**config.mk**
```make
export PLATFORM = sky130hd
export DESIGN_NAME = dmab_core
export DESIGN_NICKNAME = d
export VERILOG_FILES = /design/src/shared/dmab_pkg.sv /design/src/rtl/dmab_addr_step.sv /design/src/rtl/dmab_req_sync.sv /design/src/rtl/dmab_core.sv
export SDC_FILE = /design/constraint.sdc
export NUM_CORES = 1
export LEC_CHECK = 0
export ABC_CLOCK_PERIOD_IN_PS = 6000
export BUFFER_PORTS_ARGS = -buffer_cell sky130_fd_sc_hd__buf_4
export CAP_MARGIN = 20
export CELL_PAD_IN_SITES_DETAIL_PLACEMENT = 0
export CELL_PAD_IN_SITES_GLOBAL_PLACEMENT = 1
export CORE_ASPECT_RATIO = 0.7
export CORE_MARGIN = 5
export CORE_UTILIZATION = 41
export DETAILED_ROUTE_END_ITERATION = 8
export GPL_TIMING_DRIVEN = 0
export HOLD_SLACK_MARGIN = 0.06
export PLACE_DENSITY = 0.78
export SLEW_MARGIN = 20
export SYNTH_ARGS = -nofsm -noshare
export SYNTH_HDL_FRONTEND = slang
export SYNTH_HIERARCHICAL = 1
export SYNTH_SLANG_ARGS = --single-unit
```
**constraint.sdc**
```tcl
create_clock -name core_clk -period 6 [get_ports core_clk]
set_input_delay 1.2 -clock core_clk [delete_from_list [all_inputs] [get_ports core_clk]]
set_output_delay 1.2 -clock core_clk [all_outputs]
set_load 0.1 [all_outputs]
```
**src/shared/dmab_pkg.sv**
```systemverilog
package dmab_pkg;
  // Register byte offsets on the APB window
  localparam logic [7:0] OFS_SRC = 8'h00;
  localparam logic [7:0] OFS_DST = 8'h04;
  localparam logic [7:0] OFS_TCA = 8'h08;
  localparam logic [7:0] OFS_BLK = 8'h0c;
  localparam logic [7:0] OFS_CTL = 8'h10;
  localparam logic [7:0] OFS_STAT = 8'h14;

  // Control register field positions
  localparam int CTL_CHAN_EN = 0;
  localparam int CTL_END_IE = 1;
  localparam int CTL_MASTER_EN = 2;
  localparam int CTL_BURST = 3;
  localparam int CTL_WORD = 4;
  localparam int CTL_AREA_SRC = 5;
  localparam int CTL_SRC_STEP = 6;
  localparam int CTL_DST_STEP = 8;
  localparam int CTL_ACT_SRC = 10;
  localparam int CTL_MODE = 14;

  // Status register field positions
  localparam int STAT_END = 0;
  localparam int STAT_BUSY = 1;
  localparam int STAT_IN_BLOCK = 2;
  localparam int STAT_PENDING = 3;

  // Values after reset
  localparam logic [15:0] CTL_RST = 16'h0000;
  localparam logic [23:0] ADDR_RST = 24'h000000;
  localparam logic [15:0] CNT_RST = 16'h0000;

  // States between pin activation and the first bus request
  localparam logic [2:0] START_WAIT_CYC = 3'h4;

  typedef enum logic [1:0] {
    MODE_SHORT_A, MODE_SHORT_B, MODE_NORMAL, MODE_BLOCK
  } dmab_mode_type;

  typedef enum logic [3:0] {
    SRC_TMR0, SRC_TMR1, SRC_TMR2, SRC_TMR3, SRC_SER_TX, SRC_SER_RX,
    SRC_EXT_EDGE, SRC_EXT_LEVEL, SRC_AUTO
  } dmab_src_type;

  typedef enum logic [1:0] {STEP_FIX, STEP_INC, STEP_DEC} dmab_step_type;

  typedef enum logic [2:0] {
    ST_IDLE, ST_WAIT, ST_BREQ, ST_READ, ST_WRITE
  } dmab_state_type;
endpackage : dmab_pkg

```
**src/rtl/dmab_addr_step.sv**
```systemverilog
`timescale 1ns/1ps
`default_nettype none
module dmab_addr_step (
  input wire logic [23:0] addr,
  input wire logic [1:0] step,
  input wire logic word,
  output logic [23:0] next
);
  // Stride follows the unit size
  logic [23:0] delta;
  assign delta = word ? 24'h000002 : 24'h000001;

  // Unused step code holds the address like fixed
  always_comb begin
    case (dmab_pkg::dmab_step_type'(step))
      dmab_pkg::STEP_INC: next = addr + delta;
      dmab_pkg::STEP_DEC: next = addr - delta;
      default: next = addr;
    endcase
  end
endmodule : dmab_addr_step
`default_nettype wire

```
**src/rtl/dmab_req_sync.sv**
```systemverilog
`timescale 1ns/1ps
`default_nettype none
module dmab_req_sync (
  input wire logic core_clk,
  input wire logic rst_n,
  input wire logic pin_n,
  output logic low,
  output logic fall
);
  // Two stages, then one more for the edge history
  logic [1:0] sync_q;
  logic prev_q;

  // Pin idles high, so the chain resets high
  always_ff @(posedge core_clk or negedge rst_n) begin
    if (!rst_n) begin
      sync_q <= 2'b11;
      prev_q <= 1'b1;
    end else begin
      sync_q <= {sync_q[0], pin_n};
      prev_q <= sync_q[1];
    end
  end

  assign low = ~sync_q[1];
  assign fall = prev_q & ~sync_q[1];
endmodule : dmab_req_sync
`default_nettype wire

```
**src/rtl/dmab_core.sv**
```systemverilog
// Function
// Block mode merges channels, repeats N blocks
// 24-bit source, destination, each steps independently
// Each accepted request bursts one whole block
// Size counter zero reloads, restores, decrements blocks
// Block-area address restored after every block
// Area select zero means destination area
// More blocks left: wait for next request
// Last block clears enable, optional CPU interrupt
// Software loads size M and count N
// Block mode accepts only timers, pin edges
// Sources gated by mode and channel type
// Selected interrupt withheld from CPU while enabled
// Activation clears the interrupt request flag
// Shared interrupt stays pending in lower channels
// Pin source forces request in, end out
// Each falling edge moves one unit
// Low level keeps transferring, bus released per unit
// Low request latched until one unit moves
// End pin low in final write cycle
// Block mode edge only, end per block
// Auto-request starts at enable, runs to end
// Cycle steal releases per unit; burst holds
// Enable cleared halts after current unit
// Four states before start, pin unsampled
// Block-area address captured at block start
//
// Added by the designer: the APB interface to the registers and the register offsets.
`timescale 1ns/1ps
`default_nettype none
module dmab_core (
  input wire logic core_clk,
  input wire logic arst_n,
  input wire logic psel,
  input wire logic penable,
  input wire logic pwrite,
  input wire logic [7:0] paddr,
  input wire logic [31:0] pwdata,
  output logic [31:0] prdata,
  output logic pready,
  output logic pslverr,
  output logic bus_req,
  input wire logic bus_gnt,
  input wire logic hp_bus_req,
  output logic [23:0] bus_addr,
  output logic bus_rd,
  output logic bus_wr,
  output logic bus_word,
  output logic [15:0] bus_wdata,
  input wire logic [15:0] bus_rdata,
  input wire logic bus_ack,
  input wire logic [3:0] timer_match_irq,
  output logic [3:0] timer_irq_to_cpu,
  output logic [3:0] timer_flag_clr,
  input wire logic transfer_request_pin_n,
  output logic request_pin_input,
  output logic transfer_end_pin_n,
  output logic transfer_end_pin_oe,
  output logic end_irq
);
  // Reset release chain; everything below uses rst_n
  logic [1:0] rst_q;
  logic rst_n;
  always_ff @(posedge core_clk or negedge arst_n) begin
    if (!arst_n) rst_q <= 2'b00;
    else rst_q <= {rst_q[0], 1'b1};
  end
  assign rst_n = rst_q[1];

  // Software visible registers
  logic [15:0] ctl_q;
  logic [23:0] src_q, src_d, src_nx;
  logic [23:0] dst_q, dst_d, dst_nx;
  logic [23:0] area_q; // Block-area start copy
  logic [15:0] tca_q, tca_d; // Block mode: high byte counts, low byte reloads; other modes count all 16 bits
  logic [15:0] blk_q, blk_d;
  dmab_pkg::dmab_state_type state_q, state_d;
  logic [2:0] wait_q;
  logic in_blk_q, samp_en_q, edge_q, lvl_q, tmr_pend_q;

  // Control decode
  dmab_pkg::dmab_mode_type mode;
  dmab_pkg::dmab_src_type act_src;
  logic en, blk_mode, run_mode, area_src, src_ok;
  assign mode = dmab_pkg::dmab_mode_type'(ctl_q[dmab_pkg::CTL_MODE +: 2]);
  assign act_src = dmab_pkg::dmab_src_type'(ctl_q[dmab_pkg::CTL_ACT_SRC +: 4]);
  assign en = ctl_q[dmab_pkg::CTL_CHAN_EN] & ctl_q[dmab_pkg::CTL_MASTER_EN];
  assign blk_mode = (mode == dmab_pkg::MODE_BLOCK);
  assign run_mode = blk_mode | (mode == dmab_pkg::MODE_NORMAL);
  assign area_src = ctl_q[dmab_pkg::CTL_AREA_SRC];

  // Source permission per mode and channel type
  function automatic logic allowed(input dmab_pkg::dmab_mode_type m,
                                   input dmab_pkg::dmab_src_type s);
    logic tmr, ser, ext_e, ext_l;
    tmr = (s == dmab_pkg::SRC_TMR0) | (s == dmab_pkg::SRC_TMR1) |
          (s == dmab_pkg::SRC_TMR2) | (s == dmab_pkg::SRC_TMR3);
    ser = (s == dmab_pkg::SRC_SER_TX) | (s == dmab_pkg::SRC_SER_RX);
    ext_e = (s == dmab_pkg::SRC_EXT_EDGE);
    ext_l = (s == dmab_pkg::SRC_EXT_LEVEL);
    unique case (m)
      dmab_pkg::MODE_SHORT_A: allowed = tmr | ser;
      dmab_pkg::MODE_SHORT_B: allowed = tmr | ser | ext_e | ext_l;
      dmab_pkg::MODE_NORMAL:
        allowed = ext_e | ext_l | (s == dmab_pkg::SRC_AUTO);
      dmab_pkg::MODE_BLOCK: allowed = tmr | ext_e;
    endcase
  endfunction : allowed
  assign src_ok = allowed(mode, act_src);

  // APB decode; a transfer completes when pready is seen
  logic apb_acc, wr_hit, wr_ctl, wr_src, wr_dst, wr_tca, wr_blk, hit;
  logic [31:0] rdata_d;
  assign apb_acc = psel & penable & pready;
  assign wr_hit = apb_acc & pwrite;
  assign wr_ctl = wr_hit & (paddr == dmab_pkg::OFS_CTL);
  assign wr_src = wr_hit & (paddr == dmab_pkg::OFS_SRC);
  assign wr_dst = wr_hit & (paddr == dmab_pkg::OFS_DST);
  assign wr_tca = wr_hit & (paddr == dmab_pkg::OFS_TCA);
  assign wr_blk = wr_hit & (paddr == dmab_pkg::OFS_BLK);

  // Read mux; unmapped addresses read zero with an error
  always_comb begin
    rdata_d = 32'h00000000;
    hit = 1'b1;
    case (paddr)
      dmab_pkg::OFS_SRC: rdata_d = {8'h00, src_q};
      dmab_pkg::OFS_DST: rdata_d = {8'h00, dst_q};
      dmab_pkg::OFS_TCA: rdata_d = {16'h0000, tca_q};
      dmab_pkg::OFS_BLK: rdata_d = {16'h0000, blk_q};
      dmab_pkg::OFS_CTL: rdata_d = {16'h0000, ctl_q};
      dmab_pkg::OFS_STAT: begin
        rdata_d[dmab_pkg::STAT_END] = end_irq;
        rdata_d[dmab_pkg::STAT_BUSY] = (state_q != dmab_pkg::ST_IDLE);
        rdata_d[dmab_pkg::STAT_IN_BLOCK] = in_blk_q;
        rdata_d[dmab_pkg::STAT_PENDING] = edge_q | lvl_q | tmr_pend_q;
      end
      default: hit = 1'b0;
    endcase
  end

  // One wait state on every access, answer from flops
  always_ff @(posedge core_clk or negedge rst_n) begin
    if (!rst_n) begin
      pready <= 1'b0;
      prdata <= 32'h00000000;
      pslverr <= 1'b0;
    end else begin
      pready <= psel & penable & ~pready;
      prdata <= (psel & penable & ~pready & ~pwrite) ? rdata_d : 32'h0;
      pslverr <= psel & penable & ~pready & ~hit;
    end
  end

  // Pin request synchroniser and edge detector
  logic req_low, req_fall;
  dmab_req_sync u_req_sync (
    .core_clk(core_clk),
    .rst_n(rst_n),
    .pin_n(transfer_request_pin_n),
    .low(req_low),
    .fall(req_fall)
  );

  // Address steppers for both pointers
  dmab_addr_step u_src_step (
    .addr(src_q),
    .step(ctl_q[dmab_pkg::CTL_SRC_STEP +: 2]),
    .word(ctl_q[dmab_pkg::CTL_WORD]),
    .next(src_nx)
  );
  dmab_addr_step u_dst_step (
    .addr(dst_q),
    .step(ctl_q[dmab_pkg::CTL_DST_STEP +: 2]),
    .word(ctl_q[dmab_pkg::CTL_WORD]),
    .next(dst_nx)
  );

  // Request gathering
  logic irq_sel, raw_req, go, take, unit_done;
  logic last_in_blk, last_blk, last_unit, fin, keep_bus;
  assign irq_sel = timer_match_irq[act_src[1:0]];
  always_comb begin
    unique case (act_src)
      dmab_pkg::SRC_TMR0, dmab_pkg::SRC_TMR1,
      dmab_pkg::SRC_TMR2, dmab_pkg::SRC_TMR3:
        raw_req = irq_sel | tmr_pend_q;
      dmab_pkg::SRC_EXT_EDGE: raw_req = edge_q;
      dmab_pkg::SRC_EXT_LEVEL: raw_req = lvl_q;
      dmab_pkg::SRC_AUTO: raw_req = 1'b1;
      default: raw_req = 1'b0; // Serial and unused codes
    endcase
  end
  // An interrupted block resumes without a fresh request
  assign go = (state_q == dmab_pkg::ST_IDLE) & en & run_mode &
              (in_blk_q | (src_ok & raw_req));
  assign take = go & ~in_blk_q;
  assign unit_done = (state_q == dmab_pkg::ST_WRITE) & bus_ack;
  assign last_in_blk = (tca_q[15:8] == 8'h01);
  assign last_blk = (blk_q == 16'h0001);
  assign last_unit = blk_mode ? last_in_blk : (tca_q == 16'h0001);
  assign fin = blk_mode ? (last_in_blk & last_blk) : last_unit;
  // Bus kept only within a block or an auto burst
  assign keep_bus = en & ~hp_bus_req & ~last_unit &
    (blk_mode | (ctl_q[dmab_pkg::CTL_BURST] &
                 (act_src == dmab_pkg::SRC_AUTO)));

  // Next state and datapath
  always_comb begin
    state_d = state_q;
    src_d = src_q;
    dst_d = dst_q;
    tca_d = tca_q;
    blk_d = blk_q;
    unique case (state_q)
      dmab_pkg::ST_IDLE: if (go) state_d = dmab_pkg::ST_WAIT;
      dmab_pkg::ST_WAIT: begin
        if (wait_q == dmab_pkg::START_WAIT_CYC - 3'h1) begin
          state_d = dmab_pkg::ST_BREQ;
        end
      end
      dmab_pkg::ST_BREQ: if (bus_gnt) state_d = dmab_pkg::ST_READ;
      dmab_pkg::ST_READ: if (bus_ack) state_d = dmab_pkg::ST_WRITE;
      dmab_pkg::ST_WRITE: begin
        if (bus_ack) begin
          src_d = src_nx;
          dst_d = dst_nx;
          if (blk_mode && last_in_blk) begin
            tca_d = {tca_q[7:0], tca_q[7:0]};
            blk_d = blk_q - 16'h0001;
            if (area_src) src_d = area_q;
            else dst_d = area_q;
          end else if (blk_mode) begin
            tca_d = {tca_q[15:8] - 8'h01, tca_q[7:0]};
          end else begin
            tca_d = tca_q - 16'h0001;
          end
          state_d = keep_bus ? dmab_pkg::ST_READ : dmab_pkg::ST_IDLE;
        end
      end
    endcase
  end

  // Sequencer state and start delay
  always_ff @(posedge core_clk or negedge rst_n) begin
    if (!rst_n) begin
      state_q <= dmab_pkg::ST_IDLE;
      wait_q <= 3'h0;
    end else begin
      state_q <= state_d;
      wait_q <= (state_q == dmab_pkg::ST_WAIT) ? wait_q + 3'h1 : 3'h0;
    end
  end

  // Address and count registers; software writes win
  always_ff @(posedge core_clk or negedge rst_n) begin
    if (!rst_n) begin
      src_q <= dmab_pkg::ADDR_RST;
      dst_q <= dmab_pkg::ADDR_RST;
      tca_q <= dmab_pkg::CNT_RST;
      blk_q <= dmab_pkg::CNT_RST;
    end else begin
      src_q <= wr_src ? pwdata[23:0] : src_d;
      dst_q <= wr_dst ? pwdata[23:0] : dst_d;
      tca_q <= wr_tca ? pwdata[15:0] : tca_d;
      blk_q <= wr_blk ? pwdata[15:0] : blk_d;
    end
  end

  // Block tracking: area copy taken as a block begins
  always_ff @(posedge core_clk or negedge rst_n) begin
    if (!rst_n) begin
      area_q <= dmab_pkg::ADDR_RST;
      in_blk_q <= 1'b0;
    end else begin
      if (take && blk_mode) begin
        area_q <= area_src ? src_q : dst_q;
        in_blk_q <= 1'b1;
      end else if (unit_done && (!blk_mode || last_in_blk)) begin
        in_blk_q <= 1'b0;
      end
    end
  end

  // Control register; hardware drops the enable at the end
  always_ff @(posedge core_clk or negedge rst_n) begin
    if (!rst_n) ctl_q <= dmab_pkg::CTL_RST;
    else if (wr_ctl) ctl_q <= pwdata[15:0];
    else if (unit_done && fin) ctl_q[dmab_pkg::CTL_CHAN_EN] <= 1'b0;
  end

  // End flag: set wins over a one-to-clear write
  always_ff @(posedge core_clk or negedge rst_n) begin
    if (!rst_n) end_irq <= 1'b0;
    else if (unit_done && fin && ctl_q[dmab_pkg::CTL_END_IE]) end_irq <= 1'b1;
    else if (wr_hit && paddr == dmab_pkg::OFS_STAT && pwdata[dmab_pkg::STAT_END])
      end_irq <= 1'b0;
  end

  // Request latches; pin ignored from activation to end of read
  always_ff @(posedge core_clk or negedge rst_n) begin
    if (!rst_n) begin
      samp_en_q <= 1'b1;
      edge_q <= 1'b0;
      lvl_q <= 1'b0;
      tmr_pend_q <= 1'b0;
    end else begin
      if (state_q == dmab_pkg::ST_READ && bus_ack) samp_en_q <= 1'b1;
      else if (take) samp_en_q <= 1'b0;
      if (req_fall && samp_en_q) edge_q <= 1'b1;
      else if (take) edge_q <= 1'b0;
      if (req_low && samp_en_q) lvl_q <= 1'b1;
      else if (unit_done) lvl_q <= 1'b0;
      // Only a timer source may leave a stale pending behind
      tmr_pend_q <= (tmr_pend_q | (irq_sel & (act_src[3:2] == 2'b00) &
        (state_q == dmab_pkg::ST_IDLE))) & ~take;
    end
  end

  // Bus master outputs follow the next state
  always_ff @(posedge core_clk or negedge rst_n) begin
    if (!rst_n) begin
      bus_req <= 1'b0;
      bus_rd <= 1'b0;
      bus_wr <= 1'b0;
      bus_addr <= dmab_pkg::ADDR_RST;
      bus_word <= 1'b0;
      bus_wdata <= 16'h0000;
      transfer_end_pin_n <= 1'b1;
    end else begin
      bus_req <= (state_d == dmab_pkg::ST_BREQ) |
                 (state_d == dmab_pkg::ST_READ) |
                 (state_d == dmab_pkg::ST_WRITE);
      bus_rd <= (state_d == dmab_pkg::ST_READ);
      bus_wr <= (state_d == dmab_pkg::ST_WRITE);
      bus_addr <= (state_d == dmab_pkg::ST_WRITE) ? dst_d : src_d;
      bus_word <= ctl_q[dmab_pkg::CTL_WORD];
      if (state_q == dmab_pkg::ST_READ && bus_ack) bus_wdata <= bus_rdata;
      transfer_end_pin_n <=
        ~((state_d == dmab_pkg::ST_WRITE) & last_unit);
    end
  end

  // Pin ownership overrides port direction
  always_ff @(posedge core_clk or negedge rst_n) begin
    if (!rst_n) begin
      request_pin_input <= 1'b0;
      transfer_end_pin_oe <= 1'b0;
    end else begin
      request_pin_input <= (act_src == dmab_pkg::SRC_EXT_EDGE) |
                           (act_src == dmab_pkg::SRC_EXT_LEVEL);
      transfer_end_pin_oe <= (act_src == dmab_pkg::SRC_EXT_EDGE) |
                             (act_src == dmab_pkg::SRC_EXT_LEVEL);
    end
  end

  // Per timer: withhold from CPU, clear flag on activation
  logic [3:0] tsel;
  genvar k;
  generate
    for (k = 0; k < 4; k++) begin : g_tmr
      assign tsel[k] = ctl_q[dmab_pkg::CTL_CHAN_EN] & run_mode & src_ok &
                       (act_src[1:0] == 2'(k)) & (act_src[3:2] == 2'b00);
      always_ff @(posedge core_clk or negedge rst_n) begin
        if (!rst_n) begin
          timer_irq_to_cpu[k] <= 1'b0;
          timer_flag_clr[k] <= 1'b0;
        end else begin
          timer_irq_to_cpu[k] <= timer_match_irq[k] & ~tsel[k];
          timer_flag_clr[k] <= take & tsel[k];
        end
      end
    end
  endgenerate
endmodule : dmab_core
`default_nettype wire

```
# [After elaboration in Yosys (flattened, before gate mapping)]
# Index checks and enable logic that the tools add are counted.
[totals] reg_bits=225 in_bits=69 output_inout_bits=90 elab_cells=249
[classes] addsub=8 order_cmp=1 n_eq_ne=36 muxes=53 n_bitwise=78 reduce_logical=35
[ops] op="24-bit 2-to-1 mux" count=12
[ops] op="16-bit 2-to-1 mux" count=9
[ops] op="20-bit one-hot mux with 5 select lines" count=1
[ops] op="24-bit one-hot mux with 2 select lines" count=2
[ops] op="24-bit adder" count=2
[ops] op="24-bit subtractor" count=2
[ops] op="1-bit AND" count=46
[ops] op="16-bit by 1-bit == test with 1-bit output (second input constant)" count=2
[ops] op="32-bit 2-to-1 mux" count=1
[ops] op="16-bit by 1-bit subtractor with 16-bit output (second input constant)" count=2
[ops] op="4-bit one-hot mux with 6 select lines" count=1
[ops] op="2-bit nonzero test" count=11
[ops] op="1-bit OR" count=19
[ops] op="3-bit 2-to-1 mux" count=6
[ops] op="4-bit by 3-bit == test with 1-bit output (second input constant)" count=4
[ops] op="8-bit by 4-bit == test with 1-bit output (second input constant)" count=2
[ops] op="8-bit by 5-bit == test with 1-bit output (second input constant)" count=2
[ops] op="3-bit by 2-bit == test with 1-bit output (second input constant)" count=5
[ops] op="1-bit 2-to-1 mux" count=15
[ops] op="3-bit one-hot mux with 5 select lines" count=1
[ops] op="1-bit inverter" count=13
[ops] op="2-bit == test (second input constant)" count=6
[ops] op="1-bit logical AND" count=10
[ops] op="2-bit by 1-bit == test with 1-bit output (second input constant)" count=4
[ops] op="26 further kinds" count=33

# [Longest topological paths before layout]
# Gate-level depths: netlist of run 1.
[depth] ltp_word=16 mapped_depth=20 depth_no_buf=14

# [Hierarchy]
# Netlist of run 1, hierarchy kept.
[by_module_without_submodules] module="dmab_core" n_inst=1 cells_per_inst=1119 area_per_inst_um2=11106.9 seq_area_each_um2=5357.6
[by_module_without_submodules] module="dmab_addr_step (u_dst_step)" n_inst=1 cells_per_inst=296 area_per_inst_um2=1895.6 seq_area_each_um2=0.0
[by_module_without_submodules] module="dmab_addr_step (u_src_step)" n_inst=1 cells_per_inst=294 area_per_inst_um2=1821.7 seq_area_each_um2=0.0
[by_module_without_submodules] module="dmab_req_sync" n_inst=1 cells_per_inst=5 area_per_inst_um2=88.8 seq_area_each_um2=78.8

# [Worst setup path before layout of run 1]
# Ideal clock, no wire load.
[synth_path] path_kind="register to register" start="register ctl_q[8]" end="register dst_q[16]" setup_ns=0.118 t_arrival_ns=3.898 t_required_ns=5.882 setup_slack_ns=1.984 stages_incl_launch_ff=21 n_path_buf=6 period_less_slack_ns=4.016 path_cell_list="dfrtp_1 inv_1 ha_1 buf_4 buf_4 buf_4 buf_4 buf_2 buf_2 nor2b_1 fa_1 or4bb_1 o211ai_2 o21ai_1 or3_1 a21oi_1 a31oi_1 xnor2_1 mux2i_1 a211oi_1 a21o_1"
[synth_between] elab_chain_cells=7 elab_cells_between_ends=8 classes_between="eq/ne: 2; mux: 6"
[synth_rtl] element="from (decl)" line="dmab_core.sv:71" source="logic [15:0] ctl_q;"
[synth_rtl] element="from (signal assigned)" line="dmab_core.sv:287" source="if (!rst_n) ctl_q <= dmab_pkg::CTL_RST;"
[synth_rtl] element="from (signal assigned)" line="dmab_core.sv:288" source="else if (wr_ctl) ctl_q <= pwdata[15:0];"
[synth_rtl] element="2-bit == test or 2-bit by 1-bit == test with 1-bit output (tied branches)" line="dmab_addr_step.sv:15" source="case (dmab_pkg::dmab_step_type'(step))"
[synth_rtl] element="24-bit one-hot mux with 2 select lines *" line="dmab_addr_step.sv:15"
[synth_rtl] element="net dst_nx[16]" line="dmab_core.sv:73" source="logic [23:0] dst_q, dst_d, dst_nx;"
[synth_rtl] element="24-bit 2-to-1 mux" line="dmab_core.sv:231" source="if (area_src) src_d = area_q;"
[synth_rtl] element="24-bit 2-to-1 mux *" line="dmab_core.sv:228" source="if (blk_mode && last_in_blk) begin"
[synth_rtl] element="24-bit 2-to-1 mux *" line="dmab_core.sv:225" source="if (bus_ack) begin"
[synth_rtl] element="24-bit 2-to-1 mux *" line="dmab_core.sv:215" source="unique case (state_q)"
[synth_rtl] element="24-bit 2-to-1 mux *" line="dmab_core.sv:264" source="dst_q <= wr_dst ? pwdata[23:0] : dst_d;"
[synth_rtl] element="to (signal assigned)" line="dmab_core.sv:259" source="dst_q <= dmab_pkg::ADDR_RST;"
[synth_rtl] element="to (signal assigned)" line="dmab_core.sv:264"
[synth_rtl] element="to (decl)" line="dmab_core.sv:73"
# Mark *: on every way through the listed nets, which the timed path passes. The rest lies on a longest branch.
# A chain may end at the register's enable or synchronous reset.

# [Worst setup path after layout of run 1]
[layout_path] start="register ctl_q[8]" end="register dst_q[12]"
# The elaborated chain is that of the path after synthesis.

==> results of run 1 <==
-- through the flow --
| stage | cell area (um2) | setup WS, ps | utilization, % | instances |
|---|---|---|---|---|
| 4_1_cts | 17600 | 710 | 48.9 | 2388 |
| 6_report | 17600 | 595 | 48.9 | 2388 |
| 3_5_place_dp | 16700 | 755 | 46.5 | 2346 |
| 2_1_floorplan | 14900 | 1980 | - | 1721 |
| 5_1_grt | 17600 | 332 | 48.9 | 2388 |
| 3_3_place_gp | 16600 | 726 | 46.2 | 2341 |
-- cells by family (layout without fill, tap and decap cells) --
| kind of cell | Yosys count | in the layout | share of synthesized area [%] |
|---|---|---|---|
| and+or+nand+nor | 588 | 588 | 19.6 |
| xor gates and xnor gates | 80 | 80 | 4.70 |
| other | 2 | 9 | 0.0504 |
| AOI/OAI and AO/OA | 455 | 455 | 20.0 |
| adders and majority gates | 19 | 19 | 1.69 |
| DFF | 217 | 217 | 36.5 |
| muxes | 157 | 157 | 11.6 |
| buffers and inverters | 196 | 383 | 5.91 |
-- where the power goes --
group | switching (uW) | internal (uW) | total, uW
Sequential | 569 | 1830 | 2400
Combinational | 2740 | 1300 | 4040
Clock | 654 | 968 | 1620
Total | 3970 | 4090 | 8060
-- flip-flops by register name (all words and copies together) (netlist names), 16 cells and up --
register,cells
area_q,24
bus_addr,24
dst_q,24
prdata,24
src_q,24
blk_q,16
bus_wdata,16
ctl_q,16
tca_q,16
-- how the worst max path moves through the flow --
stage	from	end	slack, ps	cells past startpoint
2_1_floorplan	ctl_q[8]	dst_q[16]	1980	20
3_3_place_gp	ctl_q[8]	dst_q[20]	730	20
3_5_place_dp	ctl_q[8]	dst_q[12]	750	20
4_1_cts	ctl_q[8]	dst_q[12]	710	20
5_1_grt	ctl_q[8]	dst_q[12]	330	20
6_report	ctl_q[8]	dst_q[12]	590	20
-- cell usage in the layout, fill, tap and decap left out, types with 10 or more instances in the layout --
| cell | Yosys | layout |
|---|---|---|
| nor2b_1 | 20 | 20 |
| nor2_1 | 175 | 175 |
| buf_4 | 18 | 158 |
| buf_2 | 33 | 33 |
| xnor2_1 | 55 | 55 |
| dfrtp_1 | 212 | 211 |
| clkbuf_16 | 0 | 23 |
| clkbuf_1 | 90 | 92 |
| o31ai_1 | 34 | 34 |
| mux2_2 | 73 | 73 |
| a21oi_1 | 92 | 92 |
| a32oi_1 | 11 | 11 |
| nor3_1 | 41 | 41 |
| xor2_1 | 25 | 25 |
| nor3b_1 | 10 | 10 |
| a31oi_1 | 32 | 32 |
| inv_1 | 37 | 37 |
| nand3_1 | 35 | 35 |
| or3_1 | 21 | 21 |
| nor4_1 | 17 | 17 |
| o211ai_1 | 11 | 11 |
| nand2_1 | 175 | 175 |
| a22oi_1 | 22 | 22 |
| o22ai_1 | 19 | 19 |
| o21ai_1 | 13 | 13 |
| a21o_1 | 29 | 29 |
| mux2i_1 | 70 | 70 |
| o21ai_0 | 90 | 90 |
| and3_1 | 11 | 11 |
| mux2_1 | 10 | 10 |
| ha_1 | 17 | 17 |
| a211oi_1 | 30 | 30 |
| o21a_1 | 15 | 15 |
-- final cells by class --
| class | count | area, um2 | share of cell area [%] |
|---|---|---|---|
| tap | 480 | 601 | 3.42 |
| clock inverter | 14 | 224 | 1.28 |
| sequential | 217 | 5440 | 31.0 |
| clock buffer | 28 | 624 | 3.56 |
| timing repair buffer | 145 | 1160 | 6.60 |
| inverter | 41 | 154 | 0.877 |
| buffer | 155 | 728 | 4.15 |
| multi-input combinational | 1308 | 8620 | 49.1 |
-- layer usage --
metal	share of wire [%]	up-vias
li1	-	6509
met1	47	7114
met2	40	675
met3	10	81
met4	2.5	2
met5	0.021	-
==> key figures, run 1 <==
Run status
  – Result of the run: completed

Timing
  – Fmax: 185 MHz
  – Setup Skew: 17.5 ps
  – Final period util: 90.1%
  – Final max-slew violation count: 0
  – Final worst path period need: 5410 ps
  – Hold violation count in the final report: 0
  – Slew at the pin with the worst max-slew slack: 1060 ps
  – Max-slew headroom at the worst pin: 28.7%
  – Final number of setup-violating endpoints: 0
  – Minimum hold slack: 214 ps
  – Sum Neg Setup Slack: 0 ps
  – Unrepaired setup endpoints after global routing: false

Clock network
  – CTS Buf Count: 23
  – Clock-pin slew reported for the worst setup and hold paths after clock tree synthesis: 70 ps
  – Total of cells resized after clock tree synthesis: 0
  – Total number of H-tree levels: 1
  – Clk root buf: clkbuf_16
  – CTS tree: built
  – CTS sink cnt: 217
  – Maximum root-to-sink buffer count: 3
  – Total setup buffers inserted after CTS: 0
  – Hold buffers post-CTS: 0
  – Skew-Pair Late Insertion Delay: 540 ps

Critical path
  – Worst R2R Path Depth: 20
  – Slack of the worst reg-to-reg path: 590 ps
  – Endpoint type of the worst setup path: flip-flop
  – Setup crit start kind: flip-flop
  – Worst path slowest cell: or4bb_1
  – CP dominant cell by count: buf_4
  – Maximum fanout along the worst path: 10
  – Peak per-stage delay on the critical path: 530 ps
  – Required time worst endpoint: 6480 ps
  – Buffer and inverter count on the worst path: 7
  – Worst path cell trace: inv_1 -> ha_1 -> buf_4 -> buf_4 -> buf_4 -> buf_4 -> buf_2 -> buf_2 -> nor2b_1 -> fa_1 -> or4bb_1 -> o211ai_2 -> o21ai_1 -> o211ai_1 -> nor2_1 -> o21ai_0 -> xnor2_1 -> mux2i_1 -> a211oi_1 -> a21o_1
  – Path type of the worst setup path: reg -> reg
  – Cell family contributing the most delay on the critical path: buffers and inverters
  – R2R Path Start: ctl_q[8]
  – Worst flop-to-flop path endpoint: dst_q[12]
  – Data arrival time of the critical path: 5880 ps

Hold path
  – Worst min-delay path category: reg -> async

Final layout
  – # nets final: 1979
  – Area growth from synthesis to layout: 17.7%
  – Number of antenna diodes: 0
  – Fraction of final layout cells with drive strength greater than 1: 18.6%
  – Filler cell count: 3439

Pwr
  – PnR Total Power: 8060 uW
  – Peak supply drop: 0.234 mV
  – Pwr Density: 459 nW/um2
  – Leakage power total: 0.00735 uW

Yosys
  – Cell types occupying the most area after synthesis: dfrtp_1 36%, mux2_2 5.5%, mux2i_1 4.7%
  – Area share of the largest cell type after synthesis: 35.6%
  – Async set-or-reset flop fraction in the synthesized netlist: 100%
  – Post-Synthesis Cells: 1714
  – Top cell type by total area after synthesis: dfrtp_1
  – Register area share after synthesis: 36.5%
  – Cell variety after synth: 97
  – Count of flip-flops with a built-in enable after synthesis: 0
  – Yosys Warn Count: 6
  – Top cell types by occurrence after synthesis: 212 x dfrtp_1, 175 x nand2_1, 175 x nor2_1
  – Total standard cell area after synthesis: 14900 um2
  – Most used flip-flop cell after synthesis: dfrtp_1
  – Top-count cell post-synth: dfrtp_1
  – Synthesized area per cell: 8.70 um2
  – Synth Register Bits: 217

Floorplanning
  – DIE AREA: 40300 um2
  – Io pins: 159
  – Row cnt: 58
  – Die outline height: 170 um
  – Chip width: 238 um
  – Core Area: 35900 um2
  – Initial Utilization: 41.5%

Route
  – Post-detailed-routing wire length: 56300 um
  – Per-cell via count in the routed design: 6.02
  – Number of design rule violations left after detail routing: 0
  – Antenna Violating Nets Remaining: 0
  – Via count: 14.4k
  – Number of DRC violations after detailed-routing iteration 0: 1836
  – Average routed wire per standard cell: 23.6 um
  – Pre-antenna DRT Iters: 5

Place
  – Final Wtd Congestion: 0.975
  – Count of input and output buffers: 140
  – DP Wirelength: 43100 um

GRT
  – Grt peak-use layer: met1
  – Wire length of the first global-routing pass: 84600 um
  – Grt total ovfl: 0
  – Antenna violations before repair: 2
  – Overall Global Routing Usage: 27.0%
  – Met3 Resource Use GR: 5.10%
  – Global-route met1 utilization: 43.6%
  – Met2 usage in global routing: 36.7%
  – Vias in the first global route: 13.2k
  – Maximum number of pins on one net before global-route repair: 53

Job
  – Number of maximum-capacitance constraint violations: 0
Note: power is estimated with default switching activity, not from simulation.
==> run 2, diff against run 1 <==
--- a/config.mk
+++ b/config.mk
@@ -5,7 +5,7 @@
 export SDC_FILE = /design/constraint.sdc
 export NUM_CORES = 1
 export LEC_CHECK = 0
-export ABC_CLOCK_PERIOD_IN_PS = 6000
+export ABC_CLOCK_PERIOD_IN_PS = 4360
 export BUFFER_PORTS_ARGS = -buffer_cell sky130_fd_sc_hd__buf_4
 export CAP_MARGIN = 20
 export CELL_PAD_IN_SITES_DETAIL_PLACEMENT = 0
==> constraint.sdc (replaced) <==
create_clock -name core_clk -period 4.36 [get_ports core_clk]
set_input_delay 0.872 -clock core_clk [delete_from_list [all_inputs] [get_ports core_clk]]
set_output_delay 0.872 -clock core_clk [all_outputs]
set_load 0.1 [all_outputs]
==> run 2 against run 1 <==
  * Clock power is 38% higher
  * Flip-flop and latch count stayed put
  * Combinational power is 38% higher
  * First-iteration DRC count is 2.1% higher
  * Core utilization is 0.25 points higher
  * Register-to-register slack worse by 410 ps
  * Sequential power is 38% higher
  * Global-route usage is 0.10 points lower
  * Critical endpoint is now dst_q[16]
  * Largest cell class unchanged
  * Highest routed layer unchanged
==> key figures, run 2 (synthesis results as in run 1) <==
Clock network
  – Skew-Pair Late Insertion Delay: 550 ps
  – Clock-pin slew reported for the worst setup and hold paths after clock tree synthesis: 60 ps
  – CTS Buf Count: 23
  – Total number of H-tree levels: 1
  – CTS sink cnt: 217
  – Clk root buf: clkbuf_16
  – Maximum root-to-sink buffer count: 3
  – Hold buffers post-CTS: 0
  – CTS tree: built

Floorplanning
  – DIE AREA: 40300 um2
  – Row cnt: 58
  – Io pins: 159
  – Core Area: 35900 um2
  – Initial Utilization: 41.5%
  – Die outline height: 170 um
  – Chip width: 238 um

GRT
  – Grt total ovfl: 0
  – Global-route met1 utilization: 43.5%
  – Met3 Resource Use GR: 5.08%
  – Maximum number of pins on one net before global-route repair: 53
  – Met2 usage in global routing: 36.5%
  – Overall Global Routing Usage: 26.9%
  – Wire length of the first global-routing pass: 84300 um
  – Vias in the first global route: 13.2k
  – Antenna violations before repair: 2
  – Grt peak-use layer: met1

Pwr
  – Leakage power total: 0.00736 uW
  – Pwr Density: 630 nW/um2
  – Peak supply drop: 0.322 mV

Timing
  – Minimum hold slack: 106 ps
  – Hold violation count in the final report: 0
  – Sum Neg Setup Slack: 0 ps
  – Setup Skew: 16.6 ps
  – Fmax: 240 MHz
  – Slew at the pin with the worst max-slew slack: 1110 ps
  – Unrepaired setup endpoints after global routing: false
  – Final worst path period need: 4180 ps
  – Final period util: 95.8%
  – Max-slew headroom at the worst pin: 25.6%
  – Final max-slew violation count: 0
  – Final number of setup-violating endpoints: 0

Route
  – Via count: 14.4k
  – Antenna Violating Nets Remaining: 0
  – Average routed wire per standard cell: 23.5 um
  – Number of DRC violations after detailed-routing iteration 0: 1874
  – Pre-antenna DRT Iters: 5
  – Post-detailed-routing wire length: 56200 um
  – Per-cell via count in the routed design: 6.03
  – Number of design rule violations left after detail routing: 0

Hold path
  – Worst min-delay path category: in -> async

Final layout
  – Commonest non-fill, non-tap cell in the layout: dfrtp_1
  – Fraction of final layout cells with drive strength greater than 1: 19.3%
  – Filler cell count: 3426
  – Count of non-filler cells in the finished layout: 2387
  – Number of antenna diodes: 0
  – Area growth from synthesis to layout: 18.3%
  – Summed area of non-filler cells in the final layout: 17600 um2
  – Commonest cells after routing, fill and taps aside: 210 x dfrtp_1, 175 x nor2_1, 175 x nand2_1
  – # nets final: 1978
  – Layout Utilization: 49.1%

Critical path
  – Endpoint type of the worst setup path: flip-flop
  – Slack of the worst reg-to-reg path: 180 ps
  – Maximum fanout along the worst path: 19
  – Setup crit start kind: flip-flop
  – Path type of the worst setup path: reg -> reg
  – Required time worst endpoint: 4840 ps
  – Data arrival time of the critical path: 4650 ps

Place
  – Placed instance count: 2346
  – Placed standard-cell area: 16700 um2
  – Final Wtd Congestion: 0.975
  – Count of input and output buffers: 140
  – DP Wirelength: 43100 um

Job
  – Number of maximum-capacitance constraint violations: 0

Run status
  – Result of the run: completed
-- run 2: cell type report --
cell class	instances	area, um2	share of cell area [%]
Inverter	41	154	0.872
Timing Repair Buffer	147	1170	6.65
Sequential cell	217	5440	30.8
Clock buffer	28	624	3.54
Buffer	152	741	4.20
Clock inverter	14	224	1.27
Tap cell	480	601	3.40
Multi-Input combinational cell	1308	8680	49.2
-- run 2: metal layers --
layer | wire length, um | part of all wire [%]
met1 | 26400 | 47
met2 | 22400 | 40
met3 | 5920 | 11
met4 | 1450 | 2.6
met5 | 12 | 0.021
-- run 2: through the flow --
| step | total power, uW | setup WS [ps] |
|---|---|---|
| 3_3_place_gp | 8690 | -914 |
| 6_report | 11100 | 185 |
| 3_5_place_dp | 8760 | -885 |
| 2_1_floorplan | 7150 | 344 |
| 4_1_cts | 11000 | 31.8 |
| 5_1_grt | 11600 | 12.0 |
-- run 2: path summary, 6_finish.rpt --
| path | from | end | depth (start not counted) |
|---|---|---|---|
| min in group core_clk | rst_q[0] | rst_q[1] | 0 |
| max in group asynchronous | rst_q[1] | u_req_sync/sync_q[1] | 3 |
| setup / recovery | ctl_q[8] | dst_q[16] | 18 |
| hold / removal | arst_n | rst_q[1] | 1 |
| hold reg to reg | rst_q[1] | blk_q[7] | 0 |
| setup reg to reg | ctl_q[8] | dst_q[16] | 18 |
-- run 2: where the power goes --
group | internal, uW | switching (uW) | total [uW]
combinational | 1800 | 3780 | 5590
clock | 1330 | 903 | 2240
sequential | 2510 | 784 | 3300
total | 5650 | 5470 | 11100
-- run 2: worst max-delay path: stages, from the launching register on --
cell,delay (ps)
dfrtp_1,410
inv_2,150
ha_4,200
buf_8,180
buf_6,170
buf_8,180
buf_6,200
nor2b_4,190
fa_2,270
or4bb_1,520
o211ai_2,170
o21ai_2,140
or3_1,380
a21oi_1,200
a31oi_2,70
xnor2_1,230
mux2i_1,90
a211oi_1,240
a21o_1,110
-- run 2: repair_timing --
item | CTS | global route
resized for setup | 14 | 12
cloned | 0 | 0
endpoints found under the setup margin | 38 | 18
setup buffers | 0 | 2
pin swaps | 3 | 2
